==> src/rtl/olnm_pkg.sv <==
// Behaviour
// - Compare absolute samples against 24-bit limits
// - Overvoltage sets status bit 18, phase bit
// - Mask bit 18 routes overvoltage to interrupt
// - Writing bit 18 clears overvoltage flags
// - Mask bit 17 routes overcurrent to interrupt
// - Overcurrent sets status bit 17, phase bit
// - Writing bit 17 clears overcurrent flags
// - Limit at filter maximum never trips
// - Limit of zero trips on every sample
// - Limits read as words, upper byte zero
// - Sum three currents into 28-bit signed register
// - Sum updates each sample, sets ready flag
// - Config bit 14 selects sum rms source
// - Delta connection forces phase B current zero
// - Mismatch flag when magnitude difference exceeds threshold
// - Mask bit 20 routes mismatch to interrupt
// - Writing bit 20 clears mismatch flag
// - Signed threshold resets zero, nonpositive always trips
// - Sum reads with upper four bits zero
// - Threshold reads sign-extended to 28, zero-padded
`default_nettype none
package olnm_pkg;
  // Register indices; byte address is four times the index
  localparam logic [17:0] OLNM_IDX_MISMATCH_THRESHOLD = 18'h0_4398;
  localparam logic [17:0] OLNM_IDX_NEUTRAL_RMS = 18'h0_43c9;
  localparam logic [17:0] OLNM_IDX_PHASE_CURRENT_SUM = 18'h0_43ca;
  localparam logic [17:0] OLNM_IDX_ZEROTH_STATUS = 18'h0_e502;
  localparam logic [17:0] OLNM_IDX_FIRST_STATUS = 18'h0_e503;
  localparam logic [17:0] OLNM_IDX_CURRENT_LIMIT = 18'h0_e507;
  localparam logic [17:0] OLNM_IDX_VOLTAGE_LIMIT = 18'h0_e508;
  localparam logic [17:0] OLNM_IDX_PHASE_A_CURRENT = 18'h0_e50c;
  localparam logic [17:0] OLNM_IDX_PHASE_B_CURRENT = 18'h0_e50d;
  localparam logic [17:0] OLNM_IDX_PHASE_C_CURRENT = 18'h0_e50e;
  localparam logic [17:0] OLNM_IDX_NEUTRAL_CURRENT = 18'h0_e50f;
  localparam logic [17:0] OLNM_IDX_FIRST_MASK = 18'h0_e52b;
  localparam logic [17:0] OLNM_IDX_PER_PHASE_STATUS = 18'h0_e600;
  localparam logic [17:0] OLNM_IDX_CONFIG = 18'h0_e618;
  localparam logic [17:0] OLNM_IDX_ACCUMULATION_MODE = 18'h0_e701;

  // Field positions
  localparam int OLNM_BIT_SAMPLE_READY = 17;
  localparam int OLNM_BIT_OVERCURRENT = 17;
  localparam int OLNM_BIT_OVERVOLTAGE = 18;
  localparam int OLNM_BIT_MISMATCH = 20;
  localparam int OLNM_POS_OV_PHASE = 9;
  localparam int OLNM_POS_OI_PHASE = 3;
  localparam int OLNM_BIT_RMS_SOURCE = 14;
  localparam int OLNM_POS_CONNECTION = 4;
  localparam logic [1:0] OLNM_CONNECTION_DELTA = 2'h1;

  // Reset values
  localparam logic [23:0] OLNM_LIMIT_MAX = 24'h51_2d40;
  localparam logic [23:0] OLNM_RST_LIMIT = 24'h51_2d40;
  localparam logic [23:0] OLNM_RST_THRESHOLD = 24'h00_0000;
  localparam logic [31:0] OLNM_RST_WORD = 32'h0000_0000;

  // Sample timing
  localparam int OLNM_CLK_PERIOD_PS = 5000;
  localparam int OLNM_SAMPLE_PERIOD_NS = 125000;
  localparam int OLNM_SAMPLE_CYCLES = (OLNM_SAMPLE_PERIOD_NS * 1000) / OLNM_CLK_PERIOD_PS;

  function automatic logic [23:0] olnm_abs24(input logic [23:0] v);
    return v[23] ? 24'(-v) : v;
  endfunction

  function automatic logic [27:0] olnm_abs28(input logic [27:0] v);
    return v[27] ? 28'(-v) : v;
  endfunction
endpackage
`default_nettype wire

==> src/rtl/olnm_cmp.sv <==
`default_nettype none
module olnm_cmp
  import olnm_pkg::*;
(
  input wire logic [23:0] sample,
  input wire logic [23:0] limit,
  output logic exceeds
);
  logic [23:0] magnitude;
  logic limit_zero;
  logic limit_live;

  assign magnitude = olnm_abs24(sample);
  assign limit_zero = (limit == 24'h00_0000);
  // Limits at or above the filter ceiling are treated as disabled
  assign limit_live = (limit < OLNM_LIMIT_MAX);
  assign exceeds = limit_zero | (limit_live & (magnitude > limit));
endmodule
`default_nettype wire

==> src/rtl/olnm_top.sv <==
// Our own choice: the APB slave port.
`default_nettype none
module olnm_top
  import olnm_pkg::*;
#(
  parameter int SAMPLE_CYCLES = OLNM_SAMPLE_CYCLES
) (
  input wire logic pclk,
  input wire logic presetn,
  input wire logic psel,
  input wire logic penable,
  input wire logic pwrite,
  input wire logic [19:0] paddr,
  input wire logic [31:0] pwdata,
  output logic [31:0] prdata,
  output logic pready,
  output logic pslverr,
  input wire logic [23:0] voltage_sample_a,
  input wire logic [23:0] voltage_sample_b,
  input wire logic [23:0] voltage_sample_c,
  input wire logic [23:0] current_sample_a,
  input wire logic [23:0] current_sample_b,
  input wire logic [23:0] current_sample_c,
  input wire logic [23:0] neutral_current_sample,
  input wire logic [23:0] neutral_current_rms,
  input wire logic [23:0] current_sum_rms,
  output logic [27:0] current_sum_out,
  output logic sample_strobe,
  output logic interrupt_line_n
);
  ////////////////////////////////////////////////////////////////////////////
  // Sample rate divider
  logic [15:0] div_count;
  logic div_wrap;
  assign div_wrap = (div_count == 16'(SAMPLE_CYCLES - 1));

  always_ff @(posedge pclk or negedge presetn) begin
    if (!presetn) begin
      div_count <= 16'h0000;
    end else begin
      div_count <= div_wrap ? 16'h0000 : 16'(div_count + 16'h0001);
    end
  end
  assign sample_strobe = div_wrap;

  ////////////////////////////////////////////////////////////////////////////
  // Bus decode
  logic [17:0] idx;
  logic setup_phase;
  logic wr_access;
  assign idx = paddr[19:2];
  assign setup_phase = psel & ~penable;
  assign pready = 1'b1;
  assign wr_access = psel & penable & pwrite;

  logic hit_thr, hit_nrms, hit_sum, hit_st0, hit_st1, hit_ilim, hit_vlim;
  logic hit_ia, hit_ib, hit_ic, hit_in, hit_mask, hit_phst, hit_cfg, hit_acc;
  logic hit_any;
  assign hit_thr = (idx == OLNM_IDX_MISMATCH_THRESHOLD);
  assign hit_nrms = (idx == OLNM_IDX_NEUTRAL_RMS);
  assign hit_sum = (idx == OLNM_IDX_PHASE_CURRENT_SUM);
  assign hit_st0 = (idx == OLNM_IDX_ZEROTH_STATUS);
  assign hit_st1 = (idx == OLNM_IDX_FIRST_STATUS);
  assign hit_ilim = (idx == OLNM_IDX_CURRENT_LIMIT);
  assign hit_vlim = (idx == OLNM_IDX_VOLTAGE_LIMIT);
  assign hit_ia = (idx == OLNM_IDX_PHASE_A_CURRENT);
  assign hit_ib = (idx == OLNM_IDX_PHASE_B_CURRENT);
  assign hit_ic = (idx == OLNM_IDX_PHASE_C_CURRENT);
  assign hit_in = (idx == OLNM_IDX_NEUTRAL_CURRENT);
  assign hit_mask = (idx == OLNM_IDX_FIRST_MASK);
  assign hit_phst = (idx == OLNM_IDX_PER_PHASE_STATUS);
  assign hit_cfg = (idx == OLNM_IDX_CONFIG);
  assign hit_acc = (idx == OLNM_IDX_ACCUMULATION_MODE);
  assign hit_any = hit_thr | hit_nrms | hit_sum | hit_st0 | hit_st1 | hit_ilim | hit_vlim |
                   hit_ia | hit_ib | hit_ic | hit_in | hit_mask | hit_phst | hit_cfg | hit_acc;

  // Read-only registers ignore writes silently; only unmapped words answer with an error
  logic wr_thr, wr_st0, wr_st1, wr_ilim, wr_vlim, wr_mask, wr_cfg, wr_acc;
  assign wr_thr = wr_access & hit_thr;
  assign wr_st0 = wr_access & hit_st0;
  assign wr_st1 = wr_access & hit_st1;
  assign wr_ilim = wr_access & hit_ilim;
  assign wr_vlim = wr_access & hit_vlim;
  assign wr_mask = wr_access & hit_mask;
  assign wr_cfg = wr_access & hit_cfg;
  assign wr_acc = wr_access & hit_acc;

  ////////////////////////////////////////////////////////////////////////////
  // Software registers
  logic [23:0] mismatch_threshold;
  logic [23:0] current_limit;
  logic [23:0] voltage_limit;
  logic [31:0] first_interrupt_mask;
  logic [31:0] config_word;
  logic [31:0] accumulation_mode_register;

  always_ff @(posedge pclk or negedge presetn) begin
    if (!presetn) begin
      mismatch_threshold <= OLNM_RST_THRESHOLD;
      current_limit <= OLNM_RST_LIMIT;
      voltage_limit <= OLNM_RST_LIMIT;
      first_interrupt_mask <= OLNM_RST_WORD;
      config_word <= OLNM_RST_WORD;
      accumulation_mode_register <= OLNM_RST_WORD;
    end else begin
      if (wr_thr) mismatch_threshold <= pwdata[23:0];
      if (wr_ilim) current_limit <= pwdata[23:0];
      if (wr_vlim) voltage_limit <= pwdata[23:0];
      if (wr_mask) first_interrupt_mask <= pwdata;
      if (wr_cfg) config_word <= pwdata;
      if (wr_acc) accumulation_mode_register <= pwdata;
    end
  end

  logic rms_source_sum;
  logic delta_mode;
  assign rms_source_sum = config_word[OLNM_BIT_RMS_SOURCE];
  assign delta_mode = (accumulation_mode_register[OLNM_POS_CONNECTION +: 2] ==
                       OLNM_CONNECTION_DELTA);

  ////////////////////////////////////////////////////////////////////////////
  // Over-limit comparators, voltages in lanes 0..2, currents in 3..5
  logic [23:0] phase_b_current;
  assign phase_b_current = delta_mode ? 24'h00_0000 : current_sample_b;

  logic [23:0] cmp_sample [6];
  logic [23:0] cmp_limit [6];
  logic [5:0] cmp_exceeds;
  assign cmp_sample[0] = voltage_sample_a;
  assign cmp_sample[1] = voltage_sample_b;
  assign cmp_sample[2] = voltage_sample_c;
  assign cmp_sample[3] = current_sample_a;
  assign cmp_sample[4] = phase_b_current;
  assign cmp_sample[5] = current_sample_c;

  genvar gi;
  generate
    for (gi = 0; gi < 6; gi++) begin : g_cmp
      assign cmp_limit[gi] = (gi < 3) ? voltage_limit : current_limit;
      olnm_cmp u_cmp (
        .sample(cmp_sample[gi]),
        .limit(cmp_limit[gi]),
        .exceeds(cmp_exceeds[gi])
      );
    end
  endgenerate

  ////////////////////////////////////////////////////////////////////////////
  // Current sum and mismatch
  logic [27:0] next_sum;
  assign next_sum = 28'(signed'(current_sample_a)) + 28'(signed'(phase_b_current)) +
                    28'(signed'(current_sample_c));

  logic [27:0] phase_current_sum;
  logic [23:0] held_a, held_b, held_c, held_n;

  always_ff @(posedge pclk or negedge presetn) begin
    if (!presetn) begin
      phase_current_sum <= 28'h000_0000;
      held_a <= 24'h00_0000;
      held_b <= 24'h00_0000;
      held_c <= 24'h00_0000;
      held_n <= 24'h00_0000;
    end else if (sample_strobe) begin
      phase_current_sum <= next_sum;
      held_a <= current_sample_a;
      held_b <= phase_b_current;
      held_c <= current_sample_c;
      held_n <= neutral_current_sample;
    end
  end
  assign current_sum_out = phase_current_sum;

  // Compared on the fresh sum so the flag and the stored sum describe the same sample
  logic [27:0] sum_mag;
  logic [27:0] neutral_mag;
  logic [27:0] diff_mag;
  logic [27:0] thr_mag;
  logic thr_nonpositive;
  logic mismatch_now;
  assign sum_mag = olnm_abs28(next_sum);
  assign neutral_mag = {4'h0, olnm_abs24(neutral_current_sample)};
  assign diff_mag = olnm_abs28(28'(sum_mag - neutral_mag));
  assign thr_mag = {4'h0, olnm_abs24(mismatch_threshold)};
  assign thr_nonpositive = mismatch_threshold[23] | (mismatch_threshold == 24'h00_0000);
  assign mismatch_now = thr_nonpositive | (diff_mag > thr_mag);

  ////////////////////////////////////////////////////////////////////////////
  // Status flags; a set in the same cycle as a clear wins
  logic overvoltage_flag, overcurrent_flag, mismatch_flag, sample_ready_flag;
  logic [2:0] overvoltage_phase_bits, overcurrent_phase_bits;
  logic clr_ov, clr_oi, clr_mm, clr_rdy;
  logic [2:0] set_ov, set_oi;
  assign clr_ov = wr_st1 & pwdata[OLNM_BIT_OVERVOLTAGE];
  assign clr_oi = wr_st1 & pwdata[OLNM_BIT_OVERCURRENT];
  assign clr_mm = wr_st1 & pwdata[OLNM_BIT_MISMATCH];
  assign clr_rdy = wr_st0 & pwdata[OLNM_BIT_SAMPLE_READY];
  assign set_ov = sample_strobe ? cmp_exceeds[2:0] : 3'h0;
  assign set_oi = sample_strobe ? cmp_exceeds[5:3] : 3'h0;

  always_ff @(posedge pclk or negedge presetn) begin
    if (!presetn) begin
      overvoltage_flag <= 1'b0;
      overcurrent_flag <= 1'b0;
      mismatch_flag <= 1'b0;
      sample_ready_flag <= 1'b0;
      overvoltage_phase_bits <= 3'h0;
      overcurrent_phase_bits <= 3'h0;
    end else begin
      overvoltage_flag <= (overvoltage_flag & ~clr_ov) | (|set_ov);
      overvoltage_phase_bits <= (overvoltage_phase_bits & {3{~clr_ov}}) | set_ov;
      overcurrent_flag <= (overcurrent_flag & ~clr_oi) | (|set_oi);
      overcurrent_phase_bits <= (overcurrent_phase_bits & {3{~clr_oi}}) | set_oi;
      mismatch_flag <= (mismatch_flag & ~clr_mm) | (sample_strobe & mismatch_now);
      sample_ready_flag <= (sample_ready_flag & ~clr_rdy) | sample_strobe;
    end
  end

  logic [31:0] first_status;
  logic [31:0] zeroth_status;
  logic [15:0] per_phase_status;
  always_comb begin
    first_status = 32'h0000_0000;
    first_status[OLNM_BIT_OVERVOLTAGE] = overvoltage_flag;
    first_status[OLNM_BIT_OVERCURRENT] = overcurrent_flag;
    first_status[OLNM_BIT_MISMATCH] = mismatch_flag;
    zeroth_status = 32'h0000_0000;
    zeroth_status[OLNM_BIT_SAMPLE_READY] = sample_ready_flag;
    per_phase_status = 16'h0000;
    per_phase_status[OLNM_POS_OV_PHASE +: 3] = overvoltage_phase_bits;
    per_phase_status[OLNM_POS_OI_PHASE +: 3] = overcurrent_phase_bits;
  end

  ////////////////////////////////////////////////////////////////////////////
  // Interrupt line
  logic irq_pending;
  assign irq_pending = |(first_status & first_interrupt_mask);

  always_ff @(posedge pclk or negedge presetn) begin
    if (!presetn) begin
      interrupt_line_n <= 1'b1;
    end else begin
      interrupt_line_n <= ~irq_pending;
    end
  end

  ////////////////////////////////////////////////////////////////////////////
  // Read path, captured in the setup cycle
  logic [23:0] neutral_rms;
  logic [31:0] rd_word;
  assign neutral_rms = rms_source_sum ? current_sum_rms : neutral_current_rms;
  assign rd_word =
    hit_thr ? {4'h0, {4{mismatch_threshold[23]}}, mismatch_threshold} :
    hit_nrms ? {8'h00, neutral_rms} :
    hit_sum ? {4'h0, phase_current_sum} :
    hit_st0 ? zeroth_status :
    hit_st1 ? first_status :
    hit_ilim ? {8'h00, current_limit} :
    hit_vlim ? {8'h00, voltage_limit} :
    hit_ia ? {8'h00, held_a} :
    hit_ib ? {8'h00, held_b} :
    hit_ic ? {8'h00, held_c} :
    hit_in ? {8'h00, held_n} :
    hit_mask ? first_interrupt_mask :
    hit_phst ? {16'h0000, per_phase_status} :
    hit_cfg ? config_word :
    hit_acc ? accumulation_mode_register :
    32'h0000_0000;

  always_ff @(posedge pclk or negedge presetn) begin
    if (!presetn) begin
      prdata <= 32'h0000_0000;
      pslverr <= 1'b0;
    end else if (setup_phase) begin
      prdata <= pwrite ? 32'h0000_0000 : rd_word;
      pslverr <= ~hit_any;
    end
  end
endmodule
`default_nettype wire

==> config.mk <==
export PLATFORM = sky130hd
export DESIGN_NAME = olnm_top
export DESIGN_NICKNAME = d
export VERILOG_FILES = /design/src/rtl/olnm_pkg.sv /design/src/rtl/olnm_cmp.sv /design/src/rtl/olnm_top.sv
export SDC_FILE = /design/constraint.sdc
export NUM_CORES = 1
export LEC_CHECK = 0
export ABC_AREA = 0
export BUFFER_PORTS_ARGS = -buffer_cell sky130_fd_sc_hd__buf_2
export CORE_MARGIN = 2
export CORE_UTILIZATION = 60
export DETAILED_ROUTE_END_ITERATION = 8
export GPL_ROUTABILITY_DRIVEN = 0
export PLACE_DENSITY = 0.84
export SLEW_MARGIN = 20
export SYNTH_ARGS = -nofsm -noshare
export SYNTH_HDL_FRONTEND = slang
export SYNTH_SLANG_ARGS = --single-unit
==> constraint.sdc <==
create_clock -name pclk -period 9.2 [get_ports pclk]
set_input_delay 1.84 -clock pclk [delete_from_list [all_inputs] [get_ports pclk]]
set_output_delay 1.84 -clock pclk [all_outputs]
set_load 0.01 [all_outputs]
==> results by group <==
Run status
  • Status: finished clean

Power
  • Logic gate share of total power: 53.3%
  • Reg power frac: 22.8%
  • Leak pwr: 15.0 nW
  • Internal: 4.00 mW
  • Switching fraction of total power: 41.0%
  • PD cells: 210 nW/um2
  • Psw: 2.78 mW
  • Worst ir drop on vdd: 0.176 mV
  • Clock share of power: 23.9%
  • Total power: 6.79 mW

Floorplan
  • FP Rows: 79
  • Die Height: 221 um
  • Die width: 221 um
  • CORE AREA: 46500 um2
  • Io pins: 337
  • Die area: 48700 um2
  • Starting Density: 60.7%

Placed design
  • Placed Cells: 4115
  • DP Worst Slack: -0.234 ns
  • Input/output buffers: 333
  • Detail Placement HPWL: 78900 um
  • Placed Area: 31000 um2

Global routing
  • Largest net degree at the start of global routing: 156
  • Number of global-route vias before repair: 26200
  • Overflow after GRT: 0
  • Antenna violations before repair: 5
  • First-pass GRT wire length: 151000 um
  • Total GRT Usage: 41.4%

Synth
  • Mapped Area: 28200 um2
  • Post-synth EDFFs: 0
  • Synth area leader: dfrtp_1
  • Yosys warning count: 0
  • Syn avg cell area: 8.83 um2
  • Post-Syn Nets: 3718
  • Cells after Synth: 3191
  • Netlist cell types: 106
  • Synth area leaders: dfrtp_1 30%, ha_1 10%, nand2_1 6.8%
  • FFs w/ async S/R, synth: 100%
  • Yosys reg bits: 350
  • Share of the synthesized area in the top cell type: 29.6%
  • Sequential-to-total area share from yosys stat: 31.2%
  • Count leader, synth: nand2_1
  • Synth Flop Type: dfrtp_1
  • Synth top cells by count: 508 x nand2_1, 333 x dfrtp_1, 228 x ha_1

STA
  • Worst-Margin Slew: 1.26 ns
  • Finish-stage setup viols: 0
  • Final min period: 8.89 ns
  • Worst slew margin: 15.1%
  • RSZ-0062 raised after global routing: false
  • Final Hold Vio Count: 0
  • Fin. max-slew vios: 0
  • Final setup TNS: 0 ns
  • Clock Skew: 0.0237 ns
  • Achievable Freq: 113 MHz
  • Final worst-path cycle share: 96.6%
  • Final WS setup: 0.311 ns

CTS
  • Worst skew pair latency: 0.60 ns
  • Sink Count: 350
  • Hold Buf Count CTS: 0
  • Clk slew on worst S/H paths: 0.07 ns
  • CTS tree: built
  • Htree depth: 2
  • Deepest clock path buffer count: 3
  • CTS Buf Count: 39
  • Clock root buffer: clkbuf_16

Cells and area
  • Synthesis-to-finish area growth: 15.0%
  • Post-Layout Cell Count: 4191
  • Reg area: 8780 um2
  • Finished Cell Area: 32400 um2
  • Layout cells sized above 1: 22.0%
  • Layout Nets: 4076
  • Multi-input gate area: 18500 um2
  • Filler instances: 3560

Worst setup path
  • Slowest Stage Delay on Critical Path: 0.47 ns
  • Required time of the critical path: 9.67 ns
  • CP max stage cell: fa_1
  • Max FO, Critical Path: 11
  • Critical path class: input pin to flop
  • Worst Setup End Kind: flop
  • Worst path arrival time: 9.36 ns
  • Worst setup SP type: input pin
  • CP most frequent cell: inv_1

Route
  • Via count: 28000
  • Drt wl/cell: 24.5 um
  • DRC viols: 0
  • Vias per Instance: 6.68
  • DR iter-0 viols: 3835
  • Routed WL: 103000 um
  • Drt first pass iters: 8
  • ANT nets after route: 0

Min path
  • Hold crit path type: flop to flop

Flow run
  • MaxCap Viol Count: 0
-- critical path, delay by kind of cell --
kind / cells / cell delay, ns
compound gates: 12 / 2.63
simple gates: 9 / 1.83
fa+ha+maj: 5 / 1.62
buf+inv: 8 / 1.01
xor+xnor: 2 / 0.42
-- layer usage --
metal / global-route usage, % / share of wire, % / vias to the layer above
met5: 0 / 0 / -
met4: 30.1 / 8.8 / 0
met2: 60.5 / 42 / 2004
met3: 13.6 / 14 / 527
met1: 51.2 / 36 / 13100
li1: - / - / 12300
-- sequential cells by signal, indices dropped and copies added (netlist names), 16 cells and up --
signal                      flops
accumulation_mode_register     32
config_word                    32
current_limit                  24
current_sum_out                26
div_count                      16
first_interrupt_mask           32
held_a                         24
held_b                         24
held_c                         24
held_n                         24
mismatch_threshold             24
prdata                         32
voltage_limit                  24
-- cells by family (layout without fill, tap and decap cells) --
kind of cell    after synthesis  in the layout  share of synthesized area [%]
fa+ha+maj                   254            254                           12.0
xor+xnor                    252            252                           7.91
simple gates               1104           1104                           18.6
buf+inv                     248            636                           3.43
flops                       350            350                           31.2
mux                         209            209                           8.90
other cells                   1              6                         0.0133
compound gates              773            773                           18.0
-- stage by stage --
| stage | hold WS (ns) | utilization (%) |
|---|---|---|
| finish | 0.472 | 69.7 |
| CTS | 0.475 | 69.5 |
| global placement | 0.446 | 66.8 |
| floorplan | 0.411 | - |
| detailed placement | 0.459 | 66.8 |
| global route | 0.490 | 69.7 |
-- placed cells by master, fill, tap and decap left out, types with 15 or more instances in the layout --
cell type	n
nand2b_1	39
and2_1	30
buf_4	123
nand4_1	53
nor2_1	168
o41ai_1	18
a31oi_1	28
nor4_1	37
nor3_1	54
dfstp_2	17
or3_1	28
ha_1	228
xnor2_1	151
or4_1	21
o21ai_0	207
a221oi_1	21
mux2_2	169
xor2_1	98
mux4_2	16
o31ai_1	62
buf_2	332
and3_1	15
fa_1	26
o21a_1	42
a21oi_1	164
o211ai_1	23
nand2_1	506
mux2i_1	23
a21o_1	54
dfrtp_1	333
nand3_1	53
inv_1	107
nor2b_1	33
clkbuf_16	39
a222oi_1	27
-- worst paths after layout --
| check | startpoint | end | slack, ns | cells past startpoint |
|---|---|---|---|---|
| setup / recovery | current_sample_a[1] | mismatch_flag | 0.31 | 36 |
| hold / removal | overcurrent_phase_bits[1] | overcurrent_phase_bits[1] | 0.47 | 2 |
| setup reg to reg | accumulation_mode_register[5] | mismatch_flag | 0.85 | 34 |
| hold reg to reg | overcurrent_phase_bits[1] | overcurrent_phase_bits[1] | 0.47 | 2 |
| max in group asynchronous | presetn | current_limit[14] | 6.31 | 2 |
| min in group asynchronous | presetn | first_interrupt_mask[31] | 1.32 | 1 |
-- cell type report --
class                   instances  area share, %
clock buffers                  48           3.33
repair buffers                457           8.09
well taps                     607           2.34
clock inverters                23          0.668
diodes                          5         0.0386
inverters                     108           1.26
flip-flops and latches        350           27.1
multi-input cells            2593           57.2
-- timing repair --
action,4_1_cts,5_1_grt
endpoints found under the setup margin,0,1
setup buffers,0,0
gates resized for setup,0,18
-- power by group through the flow --
stage	combinational, mW	sequential [mW]	clock [mW]
after global placement	3.37	1.58	0
after floorplan	2.38	1.58	0
after global routing	3.95	1.55	1.69
final	3.62	1.55	1.62
after CTS	3.49	1.55	1.62
after detailed placement	3.45	1.58	0
Note: power is estimated with default switching activity, not from simulation.
